File: src/pkg/dat_pkg.sv
// dat_pkg: register map, field layout and constants of the demodulator back end
// assumes: 8-bit register words reached over a four-wire serial port
package dat_pkg;
    // ****************************************************************
    // register offsets
    // ****************************************************************
    localparam logic [6:0] OFS_GAIN_CTRL  = 7'h01;
    localparam logic [6:0] OFS_POSTFILTER = 7'h03;
    localparam logic [6:0] OFS_THR_ONE    = 7'h04;
    localparam logic [6:0] OFS_THR_TWO    = 7'h05;
    localparam logic [6:0] OFS_THR_THREE  = 7'h06;
    localparam logic [6:0] OFS_FC_ONE     = 7'h07;
    localparam logic [6:0] OFS_FC_TWO     = 7'h08;
    localparam logic [6:0] OFS_FREQ_ERR   = 7'h11;
    localparam logic [6:0] OFS_PF_SAMPLE  = 7'h12;

    // ****************************************************************
    // reset values
    // ****************************************************************
    localparam logic [7:0] RST_GAIN_CTRL  = 8'h02;
    localparam logic [7:0] RST_POSTFILTER = 8'h00;
    localparam logic [7:0] RST_THR_ONE    = 8'h00;
    localparam logic [7:0] RST_THR_TWO    = 8'h00;
    localparam logic [7:0] RST_THR_THREE  = 8'h00;
    localparam logic [7:0] RST_FC_ONE     = 8'h00;
    localparam logic [7:0] RST_FC_TWO     = 8'h00;

    // ****************************************************************
    // field positions
    // ****************************************************************
    localparam int SMALL_DIV_LSB = 0;
    localparam int LARGE_DIV_LSB = 3;
    localparam int PF_BW_BIT     = 6;
    localparam int PEAK_TC_LSB   = 0;
    localparam int DISCH_LSB     = 5;
    localparam int THR_GAIN_LSB  = 0;
    localparam int THR_BW_BIT    = 5;
    localparam int THR_TYPE_BIT  = 6;
    localparam int MAX_OFS_LSB   = 0;
    localparam int LOOP_GAIN_LSB = 3;
    localparam int FREEZE_BIT    = 0;
    localparam int MOD_SEL_BIT   = 1;

    // ****************************************************************
    // arithmetic constants
    // ****************************************************************
    localparam int         FRAC_BITS     = 8;
    localparam int         OFS_SCALE_SH  = 4;
    localparam logic [1:0] LOOP_GAIN_MAX = 2'h3;
    localparam logic [7:0] ZERO_BYTE     = 8'h00;
    localparam logic [4:0] ADDR_LAST_BIT = 5'h07;
    localparam logic [4:0] DATA_LAST_BIT = 5'h0F;

    typedef enum logic [1:0] {
        SPI_IDLE = 2'b00,
        SPI_ADDR = 2'b01,
        SPI_DATA = 2'b10
    } dat_spi_state_t;
endpackage : dat_pkg

File: src/hdl/dat_demod_backend.sv
// dat_demod_backend: frequency error loop, post-demodulation filter and
// bit decision of the receiver, with its register file on the serial port
// assumes: demodulator samples and receive-state flags arrive on mclk;
// serial port pins are asynchronous to mclk and sampled by it
//
// Functional notes
// (RULE_01) frequency error is a read-only 8-bit signed register
// (RULE_02) error LSB scales with crystal over two to IF+filter+14
// (RULE_03) error magnitude is clamped to sixteen times the max-offset field
// (RULE_04) correction restarts whenever host or polled receive becomes active
// (RULE_05) FSK host receive with freeze set holds correction after preamble
// (RULE_06) freeze has no effect while modulation select is ASK
// (RULE_07) software uses freeze and loop gain 3 for alternating preambles
// (RULE_08) software uses correction only with Manchester data in FSK
// (RULE_09) software derives Manchester rate from divider fields, numerator 4
// (RULE_10) software uses numerator 8 for NRZ rate
// (RULE_11) bandwidth select zero gives narrower filter, one gives full rate
// (RULE_12) transmitted rate stays between 0.6 and 1.03 of recommended
// (RULE_13) filter output compared with threshold drives the data pin
// (RULE_14) FSK threshold is fixed at zero
// (RULE_15) ASK threshold adapts using low-pass or peak detector method
// (RULE_16) software picks low-pass for Manchester, peak detect for NRZ
// (RULE_17) threshold bandwidth bit affects only the low-pass method
// (RULE_18) discharge time field affects only the peak detector
// (RULE_19) peak time constant field affects only the peak detector
// (RULE_20) software sets threshold gain from IF and filter selects
// (RULE_21) signed floor field bounds the ASK threshold from below
// (RULE_22) software calibrates floor from filter samples in host receive
// (RULE_23) threshold type zero picks low-pass, one picks peak detector
// (RULE_24) max-offset zero keeps synthesizer fixed, correction disabled
// (RULE_25) readout registers ignore writes without disturbing loop or filter
`timescale 1ns/1ns
`default_nettype none

module dat_demod_backend (
    // clock and reset
    input  wire  logic       mclk,
    input  wire  logic       rst,
    // serial port pins
    input  wire  logic       spiClk,
    input  wire  logic       spiSelN,
    input  wire  logic       spiMosi,
    output var   logic       spiMisoOut,
    output var   logic       spiMisoOe,
    // receiver state
    input  wire  logic       hostRxActive,
    input  wire  logic       polledRxActive,
    input  wire  logic       preambleDetect,
    // demodulator samples
    input  wire  logic       freqErrValid,
    input  wire  logic [7:0] freqErrSample,
    input  wire  logic       demodValid,
    input  wire  logic [7:0] demodSample,
    // results
    output var   logic [7:0] freqCorrOut,
    output var   logic       correctionFrozen,
    output var   logic       dataOut
);

    // ****************************************************************
    // helpers
    // ****************************************************************
    function automatic logic signed [7:0] max8(input logic signed [7:0] a,
                                               input logic signed [7:0] b);
        max8 = (a > b) ? a : b;
    endfunction : max8

    function automatic logic signed [15:0] lowpass(input logic signed [15:0] acc,
                                                   input logic signed [7:0]  x,
                                                   input logic [3:0]         sh);
        logic signed [16:0] diff;
        diff    = 17'(signed'({x, {dat_pkg::FRAC_BITS{1'b0}}})) - 17'(acc);
        lowpass = 16'(17'(acc) + (diff >>> sh));
    endfunction : lowpass

    // ****************************************************************
    // pin synchronisers
    // ****************************************************************
    logic [2:0] clkSync_q;
    logic [1:0] selSync_q;
    logic [1:0] mosiSync_q;

    always_ff @(posedge mclk or posedge rst) begin
        if (rst) begin
            clkSync_q  <= 3'h0;
            selSync_q  <= 2'h3;
            mosiSync_q <= 2'h0;
        end else begin
            clkSync_q  <= {clkSync_q[1:0], spiClk};
            selSync_q  <= {selSync_q[0], spiSelN};
            mosiSync_q <= {mosiSync_q[0], spiMosi};
        end
    end

    logic clkRise;
    logic clkFall;
    logic inFrame;
    assign clkRise = clkSync_q[1] & ~clkSync_q[2];
    assign clkFall = ~clkSync_q[1] & clkSync_q[2];
    assign inFrame = ~selSync_q[1];

    // ****************************************************************
    // serial port
    // ****************************************************************
    dat_pkg::dat_spi_state_t spiState_q, spiState_d;
    logic [4:0] bitCnt_q,  bitCnt_d;
    logic [7:0] rxShift_q, rxShift_d;
    logic [7:0] txShift_q, txShift_d;
    logic [6:0] addr_q,    addr_d;
    logic       isWrite_q, isWrite_d;
    logic       wrStb_q,   wrStb_d;
    logic [7:0] wrData_q,  wrData_d;
    logic       miso_q,    miso_d;
    logic       misoOe_q,  misoOe_d;
    logic [7:0] readData;

    always_comb begin
        spiState_d = spiState_q;
        bitCnt_d   = bitCnt_q;
        rxShift_d  = rxShift_q;
        txShift_d  = txShift_q;
        addr_d     = addr_q;
        isWrite_d  = isWrite_q;
        wrStb_d    = 1'b0;
        wrData_d   = wrData_q;
        miso_d     = miso_q;
        misoOe_d   = inFrame;
        if (!inFrame) begin
            spiState_d = dat_pkg::SPI_IDLE;
            bitCnt_d   = 5'h00;
            miso_d     = 1'b0;
        end else begin
            case (spiState_q)
                dat_pkg::SPI_IDLE: begin
                    spiState_d = dat_pkg::SPI_ADDR;
                    bitCnt_d   = 5'h00;
                end
                dat_pkg::SPI_ADDR: begin
                    if (clkRise) begin
                        rxShift_d = {rxShift_q[6:0], mosiSync_q[1]};
                        bitCnt_d  = bitCnt_q + 5'h01;
                        if (bitCnt_q == dat_pkg::ADDR_LAST_BIT) begin
                            isWrite_d  = rxShift_q[6];
                            addr_d     = {rxShift_q[5:0], mosiSync_q[1]};
                            spiState_d = dat_pkg::SPI_DATA;
                        end
                    end
                end
                dat_pkg::SPI_DATA: begin
                    if (clkFall) begin
                        miso_d    = txShift_q[7];
                        txShift_d = {txShift_q[6:0], 1'b0};
                    end
                    if (clkRise) begin
                        rxShift_d = {rxShift_q[6:0], mosiSync_q[1]};
                        bitCnt_d  = bitCnt_q + 5'h01;
                        if (bitCnt_q == dat_pkg::DATA_LAST_BIT) begin
                            wrStb_d    = isWrite_q;
                            wrData_d   = {rxShift_q[6:0], mosiSync_q[1]};
                            spiState_d = dat_pkg::SPI_ADDR;
                            bitCnt_d   = 5'h00;
                        end
                    end
                end
                default: spiState_d = dat_pkg::SPI_IDLE;
            endcase
        end
        if (spiState_q == dat_pkg::SPI_ADDR && spiState_d == dat_pkg::SPI_DATA) begin
            txShift_d = readData;
        end
    end

    always_ff @(posedge mclk or posedge rst) begin
        if (rst) begin
            spiState_q <= dat_pkg::SPI_IDLE;
            bitCnt_q   <= 5'h00;
            rxShift_q  <= 8'h00;
            txShift_q  <= 8'h00;
            addr_q     <= 7'h00;
            isWrite_q  <= 1'b0;
            wrStb_q    <= 1'b0;
            wrData_q   <= 8'h00;
            miso_q     <= 1'b0;
            misoOe_q   <= 1'b0;
        end else begin
            spiState_q <= spiState_d;
            bitCnt_q   <= bitCnt_d;
            rxShift_q  <= rxShift_d;
            txShift_q  <= txShift_d;
            addr_q     <= addr_d;
            isWrite_q  <= isWrite_d;
            wrStb_q    <= wrStb_d;
            wrData_q   <= wrData_d;
            miso_q     <= miso_d;
            misoOe_q   <= misoOe_d;
        end
    end

    assign spiMisoOut = miso_q;
    assign spiMisoOe  = misoOe_q;

    // ****************************************************************
    // register file
    // ****************************************************************
    logic [7:0] gainCtrl_q, gainCtrl_d;
    logic [7:0] pfCfg_q,    pfCfg_d;
    logic [7:0] thrOne_q,   thrOne_d;
    logic [7:0] thrTwo_q,   thrTwo_d;
    logic [7:0] thrThree_q, thrThree_d;
    logic [7:0] fcOne_q,    fcOne_d;
    logic [7:0] fcTwo_q,    fcTwo_d;
    logic signed [7:0]  corr_q;
    logic signed [15:0] pf_q;

    always_comb begin
        gainCtrl_d = gainCtrl_q;
        pfCfg_d    = pfCfg_q;
        thrOne_d   = thrOne_q;
        thrTwo_d   = thrTwo_q;
        thrThree_d = thrThree_q;
        fcOne_d    = fcOne_q;
        fcTwo_d    = fcTwo_q;
        if (wrStb_q) begin
            case (addr_q)
                dat_pkg::OFS_GAIN_CTRL:  gainCtrl_d = wrData_q;
                dat_pkg::OFS_POSTFILTER: pfCfg_d    = wrData_q;
                dat_pkg::OFS_THR_ONE:    thrOne_d   = wrData_q;
                dat_pkg::OFS_THR_TWO:    thrTwo_d   = wrData_q;
                dat_pkg::OFS_THR_THREE:  thrThree_d = wrData_q;
                dat_pkg::OFS_FC_ONE:     fcOne_d    = wrData_q;
                dat_pkg::OFS_FC_TWO:     fcTwo_d    = wrData_q;
                default: ;  // readouts and holes ignore writes RULE_25
            endcase
        end
        case (addr_d)
            dat_pkg::OFS_GAIN_CTRL:  readData = gainCtrl_q;
            dat_pkg::OFS_POSTFILTER: readData = pfCfg_q;
            dat_pkg::OFS_THR_ONE:    readData = thrOne_q;
            dat_pkg::OFS_THR_TWO:    readData = thrTwo_q;
            dat_pkg::OFS_THR_THREE:  readData = thrThree_q;
            dat_pkg::OFS_FC_ONE:     readData = fcOne_q;
            dat_pkg::OFS_FC_TWO:     readData = fcTwo_q;
            dat_pkg::OFS_FREQ_ERR:   readData = corr_q;  // RULE_01
            dat_pkg::OFS_PF_SAMPLE:  readData = pf_q[15:8];
            default:                 readData = dat_pkg::ZERO_BYTE;
        endcase
    end

    always_ff @(posedge mclk or posedge rst) begin
        if (rst) begin
            gainCtrl_q <= dat_pkg::RST_GAIN_CTRL;
            pfCfg_q    <= dat_pkg::RST_POSTFILTER;
            thrOne_q   <= dat_pkg::RST_THR_ONE;
            thrTwo_q   <= dat_pkg::RST_THR_TWO;
            thrThree_q <= dat_pkg::RST_THR_THREE;
            fcOne_q    <= dat_pkg::RST_FC_ONE;
            fcTwo_q    <= dat_pkg::RST_FC_TWO;
        end else begin
            gainCtrl_q <= gainCtrl_d;
            pfCfg_q    <= pfCfg_d;
            thrOne_q   <= thrOne_d;
            thrTwo_q   <= thrTwo_d;
            thrThree_q <= thrThree_d;
            fcOne_q    <= fcOne_d;
            fcTwo_q    <= fcTwo_d;
        end
    end

    // field views
    logic [2:0] maxOffset;
    logic [1:0] loopGain;
    logic       freezeOnPre;
    logic       modFsk;
    logic [2:0] largeDiv;
    logic       pfBwSel;
    logic [4:0] peakTc;
    logic [1:0] dischTime;
    logic       thrBw;
    logic       thrType;
    logic signed [7:0] thrFloor;
    assign maxOffset   = fcOne_q[dat_pkg::MAX_OFS_LSB +: 3];
    assign loopGain    = fcOne_q[dat_pkg::LOOP_GAIN_LSB +: 2];
    assign freezeOnPre = fcTwo_q[dat_pkg::FREEZE_BIT];
    assign modFsk      = fcTwo_q[dat_pkg::MOD_SEL_BIT];
    assign largeDiv    = pfCfg_q[dat_pkg::LARGE_DIV_LSB +: 3];
    assign pfBwSel     = pfCfg_q[dat_pkg::PF_BW_BIT];
    assign peakTc      = thrTwo_q[dat_pkg::PEAK_TC_LSB +: 5];
    assign dischTime   = thrTwo_q[dat_pkg::DISCH_LSB +: 2];
    assign thrBw       = thrThree_q[dat_pkg::THR_BW_BIT];
    assign thrType     = thrThree_q[dat_pkg::THR_TYPE_BIT];
    assign thrFloor    = thrOne_q;

    // ****************************************************************
    // frequency correction loop
    // ****************************************************************
    logic              active_q,  active_d;
    logic              frozen_q,  frozen_d;
    logic signed [7:0] corr_d;

    always_comb begin
        logic signed [9:0] sum;
        logic signed [9:0] lim;
        sum      = 10'sh000;
        lim      = 10'sh000;
        active_d = hostRxActive | polledRxActive;
        frozen_d = frozen_q;
        corr_d   = corr_q;
        lim      = 10'($unsigned(maxOffset)) <<< dat_pkg::OFS_SCALE_SH;  // RULE_03
        if (!active_d) begin
            frozen_d = 1'b0;
        end else if (!active_q) begin
            corr_d   = 8'sh00;  // RULE_04
            frozen_d = 1'b0;
        end else begin
            if (preambleDetect && freezeOnPre && modFsk && hostRxActive) begin
                frozen_d = 1'b1;  // RULE_05 RULE_06
            end
            if (freqErrValid && !frozen_q) begin
                sum = 10'(corr_q) + (10'(signed'(freqErrSample))
                      >>> (dat_pkg::LOOP_GAIN_MAX - loopGain));  // RULE_02
                if (sum > lim) begin
                    sum = lim;
                end else if (sum < -lim) begin
                    sum = -lim;
                end
                corr_d = 8'(sum);
            end
        end
        if (maxOffset == 3'h0) begin
            corr_d = 8'sh00;  // RULE_24
        end
    end

    always_ff @(posedge mclk or posedge rst) begin
        if (rst) begin
            active_q <= 1'b0;
            frozen_q <= 1'b0;
            corr_q   <= 8'sh00;
        end else begin
            active_q <= active_d;
            frozen_q <= frozen_d;
            corr_q   <= corr_d;
        end
    end

    assign freqCorrOut      = corr_q;
    assign correctionFrozen = frozen_q;

    // ****************************************************************
    // post-demodulation filter and decision threshold
    // ****************************************************************
    logic signed [15:0] pf_d;
    logic signed [15:0] lp_q, lp_d;
    logic signed [7:0]  peak_q, peak_d;
    logic [11:0]        dischCnt_q, dischCnt_d;
    logic               data_q, data_d;

    always_comb begin
        logic signed [7:0] thr;
        logic signed [8:0] mid;
        thr        = 8'sh00;
        mid        = 9'sh000;
        pf_d       = pf_q;
        lp_d       = lp_q;
        peak_d     = peak_q;
        dischCnt_d = dischCnt_q + 12'h001;
        if (demodValid) begin
            pf_d = lowpass(pf_q, signed'(demodSample),
                           4'(largeDiv) + 4'(!pfBwSel));  // RULE_11
            lp_d = lowpass(lp_q, pf_d[15:8],
                           4'(largeDiv) + 4'h2 - 4'(thrBw));  // RULE_17
            if ($signed(pf_d[15:8]) > peak_q) begin
                peak_d = pf_d[15:8];
            end
        end
        if (dischCnt_q >= ({7'h00, peakTc} << dischTime)) begin
            dischCnt_d = 12'h000;  // RULE_18 RULE_19
            if (peak_d > thrFloor) begin
                peak_d = peak_d - 8'sh01;
            end
        end
        if (active_d && !active_q) begin
            lp_d   = 16'({thrFloor, {dat_pkg::FRAC_BITS{1'b0}}});
            peak_d = thrFloor;
        end
        mid = (9'(peak_q) + 9'(thrFloor)) >>> 1;
        if (modFsk) begin
            thr = 8'sh00;  // RULE_14
        end else if (!thrType) begin
            thr = max8(thrFloor, lp_q[15:8]);  // RULE_15 RULE_21 RULE_23
        end else begin
            thr = max8(thrFloor, 8'(mid));  // RULE_15 RULE_21 RULE_23
        end
        data_d = ($signed(pf_q[15:8]) > thr);  // RULE_13
    end

    always_ff @(posedge mclk or posedge rst) begin
        if (rst) begin
            pf_q       <= 16'sh0000;
            lp_q       <= 16'sh0000;
            peak_q     <= 8'sh00;
            dischCnt_q <= 12'h000;
            data_q     <= 1'b0;
        end else begin
            pf_q       <= pf_d;
            lp_q       <= lp_d;
            peak_q     <= peak_d;
            dischCnt_q <= dischCnt_d;
            data_q     <= data_d;
        end
    end

    assign dataOut = data_q;

endmodule : dat_demod_backend

`default_nettype wire

File: config.mk
export PLATFORM = sky130hd
export DESIGN_NAME = dat_demod_backend
export DESIGN_NICKNAME = d
export VERILOG_FILES = /design/src/pkg/dat_pkg.sv /design/src/hdl/dat_demod_backend.sv
export SDC_FILE = /design/constraint.sdc
export NUM_CORES = 1
export LEC_CHECK = 0
export ABC_AREA = 1
export BUFFER_PORTS_ARGS = -buffer_cell sky130_fd_sc_hd__buf_2
export CAP_MARGIN = 10
export CORE_ASPECT_RATIO = 2
export CORE_UTILIZATION = 40
export DETAILED_ROUTE_END_ITERATION = 6
export PLACE_DENSITY_LB_ADDON = 0.3
export SETUP_SLACK_MARGIN = 0.1
export SYNTH_ARGS = -nofsm -noshare
export SYNTH_HDL_FRONTEND = slang
export SYNTH_SLANG_ARGS = --single-unit
export TNS_END_PERCENT = 20
File: constraint.sdc
create_clock -name mclk -period 6.8 [get_ports mclk]
set_input_delay 0.34 -clock mclk [delete_from_list [all_inputs] [get_ports mclk]]
set_output_delay 0.34 -clock mclk [all_outputs]
set_load 0.02 [all_outputs]
==> metrics.cfg, run 1 <==
[clock_network]
path_clk_slew_ns=0.08
clock_path_buffers=2
clock_sinks=167
tritoncts=done
worstSkewPairLatency_ns=0.47
htree_levels=4
cts-root-buf=clkbuf_16
cts_made_buffers=17

[floorplan]
design.core.area_sq_mm=0.03423
dieArea_sq_mm=0.03544
die_w_um=133.6
row_count=96
ios=38
fp.dieH_um=265.2
start_util_pct=40.48

[detailed_routing]
viasPerCell=5.380
wirelength_mm=46.02
drt_iter0_markers=624
routed-via-count=14516
first_pass_iters=6
wl_per_cell_um=17.06
ant_nets=0
route.detailed.drc=0

[finish]
diodes=0
fill_cells=3254
fin_nets=2411
final_cell_mix=nand2_1 (422), buf_4 (262), inv_1 (251), o21ai_0 (194), dfrtp_1 (164)
multi_input_area_sq_mm=0.009500
seq_area_sq_mm=0.004183
syn_to_final_growth_pct=31.83
stdcell_area_sq_mm=0.01827
layout_commonest_cell=nand2_1
drive_gt1_share_pct=26.76

[worst_setup_path]
cp_max_fo=4
cp_common_cell=nand2_1
r2r_cells=56
crit_cells=56
startpoint=pf_q[9]$_DFFE_PP0P_
critPathMaxStageDelay_ns=0.39
startpoint_type=register
cp.required_ns=7.14
crit_arrival_ns=7.66
cpLargestDelayFamily=simple AND/OR/NAND/NOR gates
cp-end-kind=register
path_class=register to register
crit_buf_inv=6
r2r_start=pf_q[9]$_DFFE_PP0P_
cpMaxStageDelayCell=dfrtp_1

[sta]
max_slew_margin_pct=35.82
skew_ns=0.01749
final_max_slew_viol_count=0
rsz0062_at_grt=true
setup_tns_ns=-2.709
setup_ws_ns=-0.5234
fin_crit_sh_pct=107.7
timing.fmax_mhz=136.5
setup-violations-final=15
min_period_ns=7.323
tightest_slew_ns=0.9627
hold_violations=0

[global_routing]
grt_pass1_wl_mm=73.31
grt-ovfl-total=0
grt_pass1_vias=15079
grt_usage_pct=26.69
antenna_found_initial=0
grt_max_degree=97

[logic_synthesis]
synthCells=1951
synth_cell_type_count=64
async_flop_share_pct=100.0
ys_warn_count=0
synth_ff_type=dfrtp_1
syn_avg_cell_area_sq_um=7.103
ys_ff_latch=167
yosysTopAreaCell=dfrtp_1
synth_edf_count=0
yosysTopAreaCellShare_pct=29.61
synth_area_leaders=dfrtp_1 (30%), nand2_1 (13%), ha_1 (12%)
syn_area_sq_mm=0.01386
seq_area_frac_synth_pct=30.18

[run_status]
status=finished with violations
violations=setup timing

[place]
dpl_cell_area_sq_mm=0.01620
post-dp-hpwl_mm=35.49
place_congestion=0.9568
port_buffers=37
dp_slack_ns=-0.9836

[hold_path]
hold_path_class=primary input to async pin

[job]
drv_cap=0

[state kept, by name, indices dropped and copies added, names as in the netlist, 2 cells and up]
signal	flops
rxShift_q	7
freqCorrOut	8
selSync_q	2
fcOne_q	8
thrFloor	8
fcTwo_q	8
pf_q	16
thrTwo_q	8
clkSync_q	3
spiState_q	2
peak_q	8
gainCtrl_q	8
pfCfg_q	8
bitCnt_q	5
lp_q	16
wrData_q	8
thrThree_q	8
dischCnt_q	12
addr_q	7
txShift_q	8
mosiSync_q	2
[cell type report]
type	count	share of cell area, %
Clock inverter	15	1.075
Clock buffer	17	2.328
Tap cell	441	3.020
Inverter	284	5.890
Multi-Input combinational cell	1459	52.00
Sequential cell	167	22.89
Timing Repair Buffer	315	12.79
[metal layers]
metal	share of wire, %	global-route usage, %	up-vias
met1	33	23.10	6857
met3	2.9	3.526	209
met4	9.6	24.20	0
met2	54	51.77	340
li1	-	-	7110
met5	0	0	-
[metrics by stage]
stage / util, % / hold slack [ns] / cells
2_1_floorplan: - / 0.3312 / 1953
3_3_place_gp: 47.32 / 0.3353 / 2604
3_5_place_dp: 47.32 / 0.3387 / 2604
4_1_cts: 51.24 / 0.1009 / 2676
5_1_grt: 53.37 / 0.1405 / 2698
6_report: 53.37 / 0.05492 / 2698
[synthesized netlist by cell type (9+ instances only)]
cell and n:
a21oi_1 113, a31oi_1 10, clkbuf_1 34, dfrtp_1 164, ha_1 137, inv_1 273, inv_2 9, mux2i_1 12
nand2_1 462, nand2_2 15, nand3_1 100, nand4_1 22, nor2_1 112, nor3_1 15, o211ai_1 13, o21ai_0 238
o21ai_1 13, o21bai_1 13, o22ai_1 29, xor2_1 42
[final timing paths]
kind                                             to  slack [ns]
hold / removal             rxShift_q[6]$_DFFE_PP0P_        0.05
setup / recovery               lp_q[12]$_DFFE_PP0P_       -0.52
min in group mclk                active_q$_DFF_PP0_        0.12
hold reg to reg              clkSync_q[1]$_DFF_PP0_        0.36
max in group asynchronous       lp_q[9]$_DFFE_PP0P_        5.17
setup reg to reg               lp_q[12]$_DFFE_PP0P_       -0.52
[cell families after synthesis]
logic type / after synthesis / synth area share (%)
other cells: 1 / 0.02706
xor+xnor: 50 / 3.160
fa+ha+maj: 141 / 12.95
simple gates: 766 / 23.76
buf+inv: 327 / 9.037
compound gates: 487 / 20.02
mux: 12 / 0.8668
flops: 167 / 30.18
[repair_timing]
item | in CTS | in global routing
setup buffers | 39 | 26
gates cloned | 0 | 0
hold endpoints to repair | 3 | 0
resized for setup | 119 | 143
hold buffers | 3 | 0
pin swaps | 69 | 94
endpoints found under the setup margin | 19 | 22
Power of run 1 is not shown: default switching activity piles up to over one toggle a cycle in this logic, so the estimate is an artifact.
==> run 2, diff against run 1 <==
ABC_AREA = not set   (was 1)
CELL_PAD_IN_SITES_DETAIL_PLACEMENT = 0   (was not set)
CELL_PAD_IN_SITES_GLOBAL_PLACEMENT = 2   (was not set)
CORE_ASPECT_RATIO = 1.5   (was 2)
CORE_UTILIZATION = 37   (was 40)
==> metrics.cfg, run 2 <==
[clock_network]
tritoncts=done
path_clk_slew_ns=0.08  ; about the same
worstSkewPairLatency_ns=0.46  ; about the same
clock_path_buffers=2  ; unchanged
cts_made_buffers=17  ; unchanged
htree_levels=4  ; unchanged
clock_sinks=167  ; unchanged
cts-root-buf=clkbuf_16

[sta]
final_max_slew_viol_count=0  ; unchanged
tightest_slew_ns=1.006  ; +0.04299 ns
rsz0062_at_grt=true
max_slew_margin_pct=31.62  ; -4.2 points
fin_crit_sh_pct=125.5  ; +18 points
timing.fmax_mhz=117.2  ; -14%
skew_ns=0.01411  ; -0.003380 ns
whs_ns=0.1029  ; +0.04802 ns
min_period_ns=8.535  ; +1.212 ns
hold_violations=0  ; unchanged
setup_tns_ns=-29.17  ; -26.46 ns
setup-violations-final=24  ; +9
setup_ws_ns=-1.735  ; -1.212 ns

[detailed_routing]
wl_per_cell_um=18.45  ; +8.2%
ant_nets=0  ; unchanged
route.detailed.drc=0  ; unchanged
first_pass_iters=5  ; -1
viasPerCell=5.396  ; +0.30%
drt_iter0_markers=638  ; +2.2%
routed-via-count=12584  ; -13%
wirelength_mm=43.04  ; -6.5%

[worst_setup_path]
path_class=register to register
cpLargestDelayFamily=simple AND/OR/NAND/NOR gates
startpoint_type=register
critPathMaxStageDelay_ns=0.47  ; +0.08 ns
rrSetupSlack_ns=-1.74  ; -1.21 ns
cp_common_cell=o21ai_2
cp_max_fo=7  ; +3
cp.required_ns=7.17  ; +0.03 ns
crit_cells=41  ; -27%
cpMaxStageDelayCell=or4b_4
crit_arrival_ns=8.90  ; +1.24 ns
cp-end-kind=register
crit_buf_inv=4  ; -2
r2r_cells=41  ; -27%

[logic_synthesis]
async_flop_share_pct=100.0  ; unchanged
yosysTopAreaCell=dfrtp_1
synth_ff_type=dfrtp_1
seq_area_frac_synth_pct=29.63  ; -0.56 points
synth.most_common_cell=dfrtp_1
ys_ff_latch=167  ; unchanged
synth_common_cells=dfrtp_1 (164), nor2_1 (142), ha_1 (137)
syn_area_sq_mm=0.01412  ; +1.9%
syn_avg_cell_area_sq_um=8.981  ; +26%
synth_area_leaders=dfrtp_1 (29%), ha_1 (12%), mux2_2 (7.3%)
synthCells=1572  ; -19%
synth_edf_count=0  ; unchanged
synth_cell_type_count=86  ; +34%
ys_warn_count=0  ; unchanged
yosysTopAreaCellShare_pct=29.07  ; -0.55 points

[finish]
diodes=0  ; unchanged
reg.largest.list=lp_q x16, pf_q x16, dischCnt_q x12
layout_commonest_cell=buf_4
drive_gt1_share_pct=31.31  ; +4.5 points
fin_nets=1997  ; -17%
final_cell_mix=buf_4 (251), dfrtp_1 (164), nor2_1 (132), ha_1 (122), nand2_1 (110)
stdcell_area_sq_mm=0.01800  ; -1.5%
syn_to_final_growth_pct=27.51

[floorplan]
start_util_pct=37.59  ; -2.9 points
design.core.area_sq_mm=0.03755  ; +9.7%
ios=38  ; unchanged
die_w_um=161.5  ; +21%
fp.dieH_um=241.2  ; -9.0%
row_count=87  ; -9.4%
dieArea_sq_mm=0.03896  ; +9.9%

[global_routing]
antenna_found_initial=0  ; unchanged
grt_usage_pct=22.51  ; -4.2 points
grt_max_degree=98  ; +1.0%
grt_pass1_vias=12693  ; -16%
grt-ovfl-total=0  ; unchanged
grt_pass1_wl_mm=67.69  ; -7.7%

[place]
dpl_cell_area_sq_mm=0.01660  ; +2.5%
port_buffers=37  ; unchanged
dp_slack_ns=-2.244  ; -1.260 ns
post-dp-hpwl_mm=33.57  ; -5.4%
place_congestion=0.8734  ; -8.7%

[hold_path]
hold_path_class=primary input to async pin

[run_status]
status=finished with violations
violations=setup timing

[job]
drv_cap=0  ; unchanged

-- run 2: worst paths after layout --
path / start / endpoint
max in group asynchronous: rst / active_q$_DFF_PP0_
max: pf_q[8]$_DFFE_PP0P_ / peak_q[7]$_DFF_PP0_
min: rst / clkSync_q[1]$_DFF_PP0_
min reg2reg: clkSync_q[0]$_DFF_PP0_ / clkSync_q[1]$_DFF_PP0_
max reg2reg: pf_q[8]$_DFFE_PP0P_ / peak_q[7]$_DFF_PP0_
min in group mclk: preambleDetect / correctionFrozen$_DFFE_PP0P_
-- run 2: per-stage QoR --
step / cells / util (%)
final: 2332 / 47.94
after global routing: 2332 / 47.94
after CTS: 2325 / 47.00
after detailed placement: 2275 / 44.20
after global placement: 2274 / 44.18
after floorplan: 1574 / -
-- run 2: area by class of cell --
cell class,count,area [sq um]
well taps,489,611.8
multi-input cells,1256,10050
repair buffers,296,2156
clock buffers,17,425.4
inverters,92,357.8
fillers,3672,19550
flip-flops and latches,167,4183
clock inverters,15,214.0
-- run 2: timing repair --
action                                  4_1_cts  5_1_grt
hold endpoints to repair                      3        0
hold buffers                                  3        0
setup buffers                                15        8
pin swaps                                    25       48
endpoints found under the setup margin       24       24
resized for setup                            63       67
-- run 2: kinds of logic (layout without fill, tap and decap cells) --
group                      after synthesis  in the layout  share of synthesized area [%]
adders and majority gates              141            141                          12.71
AOI/OAI and AO/OA                      409            409                          18.63
muxes                                  169            169                          14.36
other                                    1              3                        0.02656
and+or+nand+nor                        459            459                          15.93
buffers and inverters                  151            420                          4.068
DFF                                    167            167                          29.63
xor gates and xnor gates                75             75                          4.653
-- run 2: per-layer routing --
metal  wire, um  global-route usage [%]  up-vias  part of all wire [%]
met5          0                       0        -                     0
met4       1505                   10.15        0                   3.5
met3        829                   2.311       74                   1.9
met2      23490                   43.52      167                    55
met1      17210                   24.47     6081                    40
li1           -                       -     6262                     -
Power of run 2 is left out for the same reason.
==> run 3, diff against run 2 <==
CORE_UTILIZATION = 40   (was 37)
clock period = 8.35 ns   (was 6.8 ns; I/O delays follow)
==> metrics.cfg, run 3 (synthesis gave the netlist of run 2 again) <==
[run_status]
status=finished with violations
violations=setup timing

[global_routing]
grt_pass1_vias=12626  ; -0.53%
grt_usage_pct=24.63  ; +2.1 points
grt-ovfl-total=0  ; unchanged
grt_pass1_wl_mm=68.23  ; +0.79%
antenna_found_initial=0  ; unchanged
grt_max_degree=70  ; -29%

[floorplan]
fp.dieH_um=232.1  ; -3.8%
start_util_pct=40.95  ; +3.4 points
row_count=83  ; -4.6%
design.core.area_sq_mm=0.03448  ; -8.2%
ios=38  ; unchanged
die_w_um=155.4  ; -3.8%
dieArea_sq_mm=0.03607  ; -7.4%

[hold_path]
hold_path_class=primary input to register
hold_depth=1

[detailed_routing]
first_pass_iters=5  ; unchanged
routed-via-count=12674  ; +0.72%
drt_iter0_markers=625  ; -2.0%
ant_nets=0  ; unchanged
wl_per_cell_um=19.15  ; +3.8%
route.detailed.drc=0  ; unchanged
viasPerCell=5.547  ; +2.8%
wirelength_mm=43.77  ; +1.7%

[finish]
syn_to_final_growth_pct=25.91
reg.largest.list=lp_q x16, pf_q x16, dischCnt_q x12
final_util_pct=51.56  ; +3.6 points
final_cell_mix=buf_4 (226), dfrtp_1 (164), nor2_1 (135), ha_1 (118), nand2_1 (110)
diodes=0  ; unchanged
layout_commonest_cell=buf_4
fin_nets=1973  ; -1.2%
drive_gt1_share_pct=30.58  ; -0.72 points

[sta]
rsz0062_at_grt=true
max_slew_margin_pct=31.94  ; +0.32 points
setup_ws_ns=-0.3008  ; +1.435 ns
final_max_slew_viol_count=0  ; unchanged
tightest_slew_ns=1.016  ; +0.01039 ns
setup-violations-final=8  ; -67%
skew_ns=0.008627  ; -0.005484 ns
hold_violations=0  ; unchanged
timing.fmax_mhz=115.6  ; -1.3%
min_period_ns=8.651  ; +0.1155 ns
fin_crit_sh_pct=103.6  ; -22 points

[clock_network]
cts_made_buffers=17  ; unchanged
worstSkewPairLatency_ns=0.45  ; about the same
tritoncts=done
clock_path_buffers=2  ; unchanged
path_clk_slew_ns=0.07  ; about the same
cts-root-buf=clkbuf_16
clock_sinks=167  ; unchanged
htree_levels=4  ; unchanged

[worst_setup_path]
cp_max_fo=6  ; -1
cpMaxStageDelayCell=or4_4
startpoint_type=register
cp_common_cell=buf_4
cp-end-kind=register
critPathMaxStageDelay_ns=0.53  ; +0.06 ns
r2r_cells=43  ; +4.9%
crit_arrival_ns=9.02  ; +0.12 ns
cp.required_ns=8.72  ; +1.55 ns
path_class=register to register

[job]
drv_cap=0  ; unchanged

[place]
place_congestion=0.9003  ; +3.1%
port_buffers=37  ; unchanged
post-dp-hpwl_mm=32.83  ; -2.2%

run 3: cell types whose count changed in the layout (fill, tap and decap cells not counted), sizes merged:
| cell | delta |
|---|---|
| inv | -3 |
| bufinv | -2 |
| buf | -22 |
| clkinvlp | +2 |
| clkbuf | +1 |
| clkinv | +1 |
| dlygate4sd3 | -2 |
run 3: through the flow:
step / cell area [sq um] / std cells / setup slack [ns] / hold WS, ns / setup TNS [ns]
2_1_floorplan: 14190 / 1574 / 0.1025 / 0.3312 / 0
3_3_place_gp: 16050 / 2193 / -0.4239 / 0.3449 / -3.528
3_5_place_dp: 16050 / 2193 / -0.6561 / 0.3464 / -5.974
4_1_cts: 17360 / 2284 / -0.1813 / 0.04015 / -0.6833
5_1_grt: 17780 / 2285 / -0.5539 / 0.04963 / -5.516
6_report: 17780 / 2285 / -0.3008 / 0.05855 / -0.8901
run 3: layout make-up:
type | instances | area [sq um]
clock inverter | 13 | 123.9
inverter | 92 | 355.3
sequential | 167 | 4183
multi-input combinational | 1256 | 10100
tap | 467 | 584.3
timing repair buffer | 272 | 1991
clock buffer | 18 | 439.2
fill | 3294 | 16700
run 3: path summary, 6_finish.rpt:
check                                         from                 endpoint  slack [ns]
setup / recovery               pf_q[8]$_DFFE_PP0P_      peak_q[7]$_DFF_PP0_       -0.30
hold / removal                             spiSelN   selSync_q[0]$_DFF_PP1_        0.06
setup reg to reg               pf_q[8]$_DFFE_PP0P_      peak_q[7]$_DFF_PP0_       -0.30
hold reg to reg            mosiSync_q[0]$_DFF_PP0_  mosiSync_q[1]$_DFF_PP0_        0.36
max in group asynchronous                      rst  thrTwo_q[1]$_DFFE_PP0P_        5.85
min in group asynchronous                      rst   clkSync_q[0]$_DFF_PP0_        0.53
run 3: per-layer routing:
metal	track usage (%)	wire length, um
met5	0	0
met4	12.13	1826
met3	2.389	774
met2	46.48	23550
met1	27.17	17610
run 3: worst max-delay path: cells and delay by family (launching register included):
family / cells / cell delay (ns)
multiplexers: 3 / 0.77
XOR/XNOR: 2 / 0.29
adder cells (fa/ha/maj): 3 / 0.74
buffers and inverters: 15 / 1.83
flip-flops: 1 / 0.36
AO/OA/AOI/OAI: 10 / 1.77
AND/OR/NAND/NOR: 10 / 2.80
run 3: timing repair:
action                     CTS  global route
resized for setup           68            80
setup endpoints to repair   16            21
hold endpoints to repair     2             0
buffers inserted            59             9
pin swaps                   58            41
hold buffers                 1             0
cloned                       0             0
Power of run 3 is left out for the same reason.
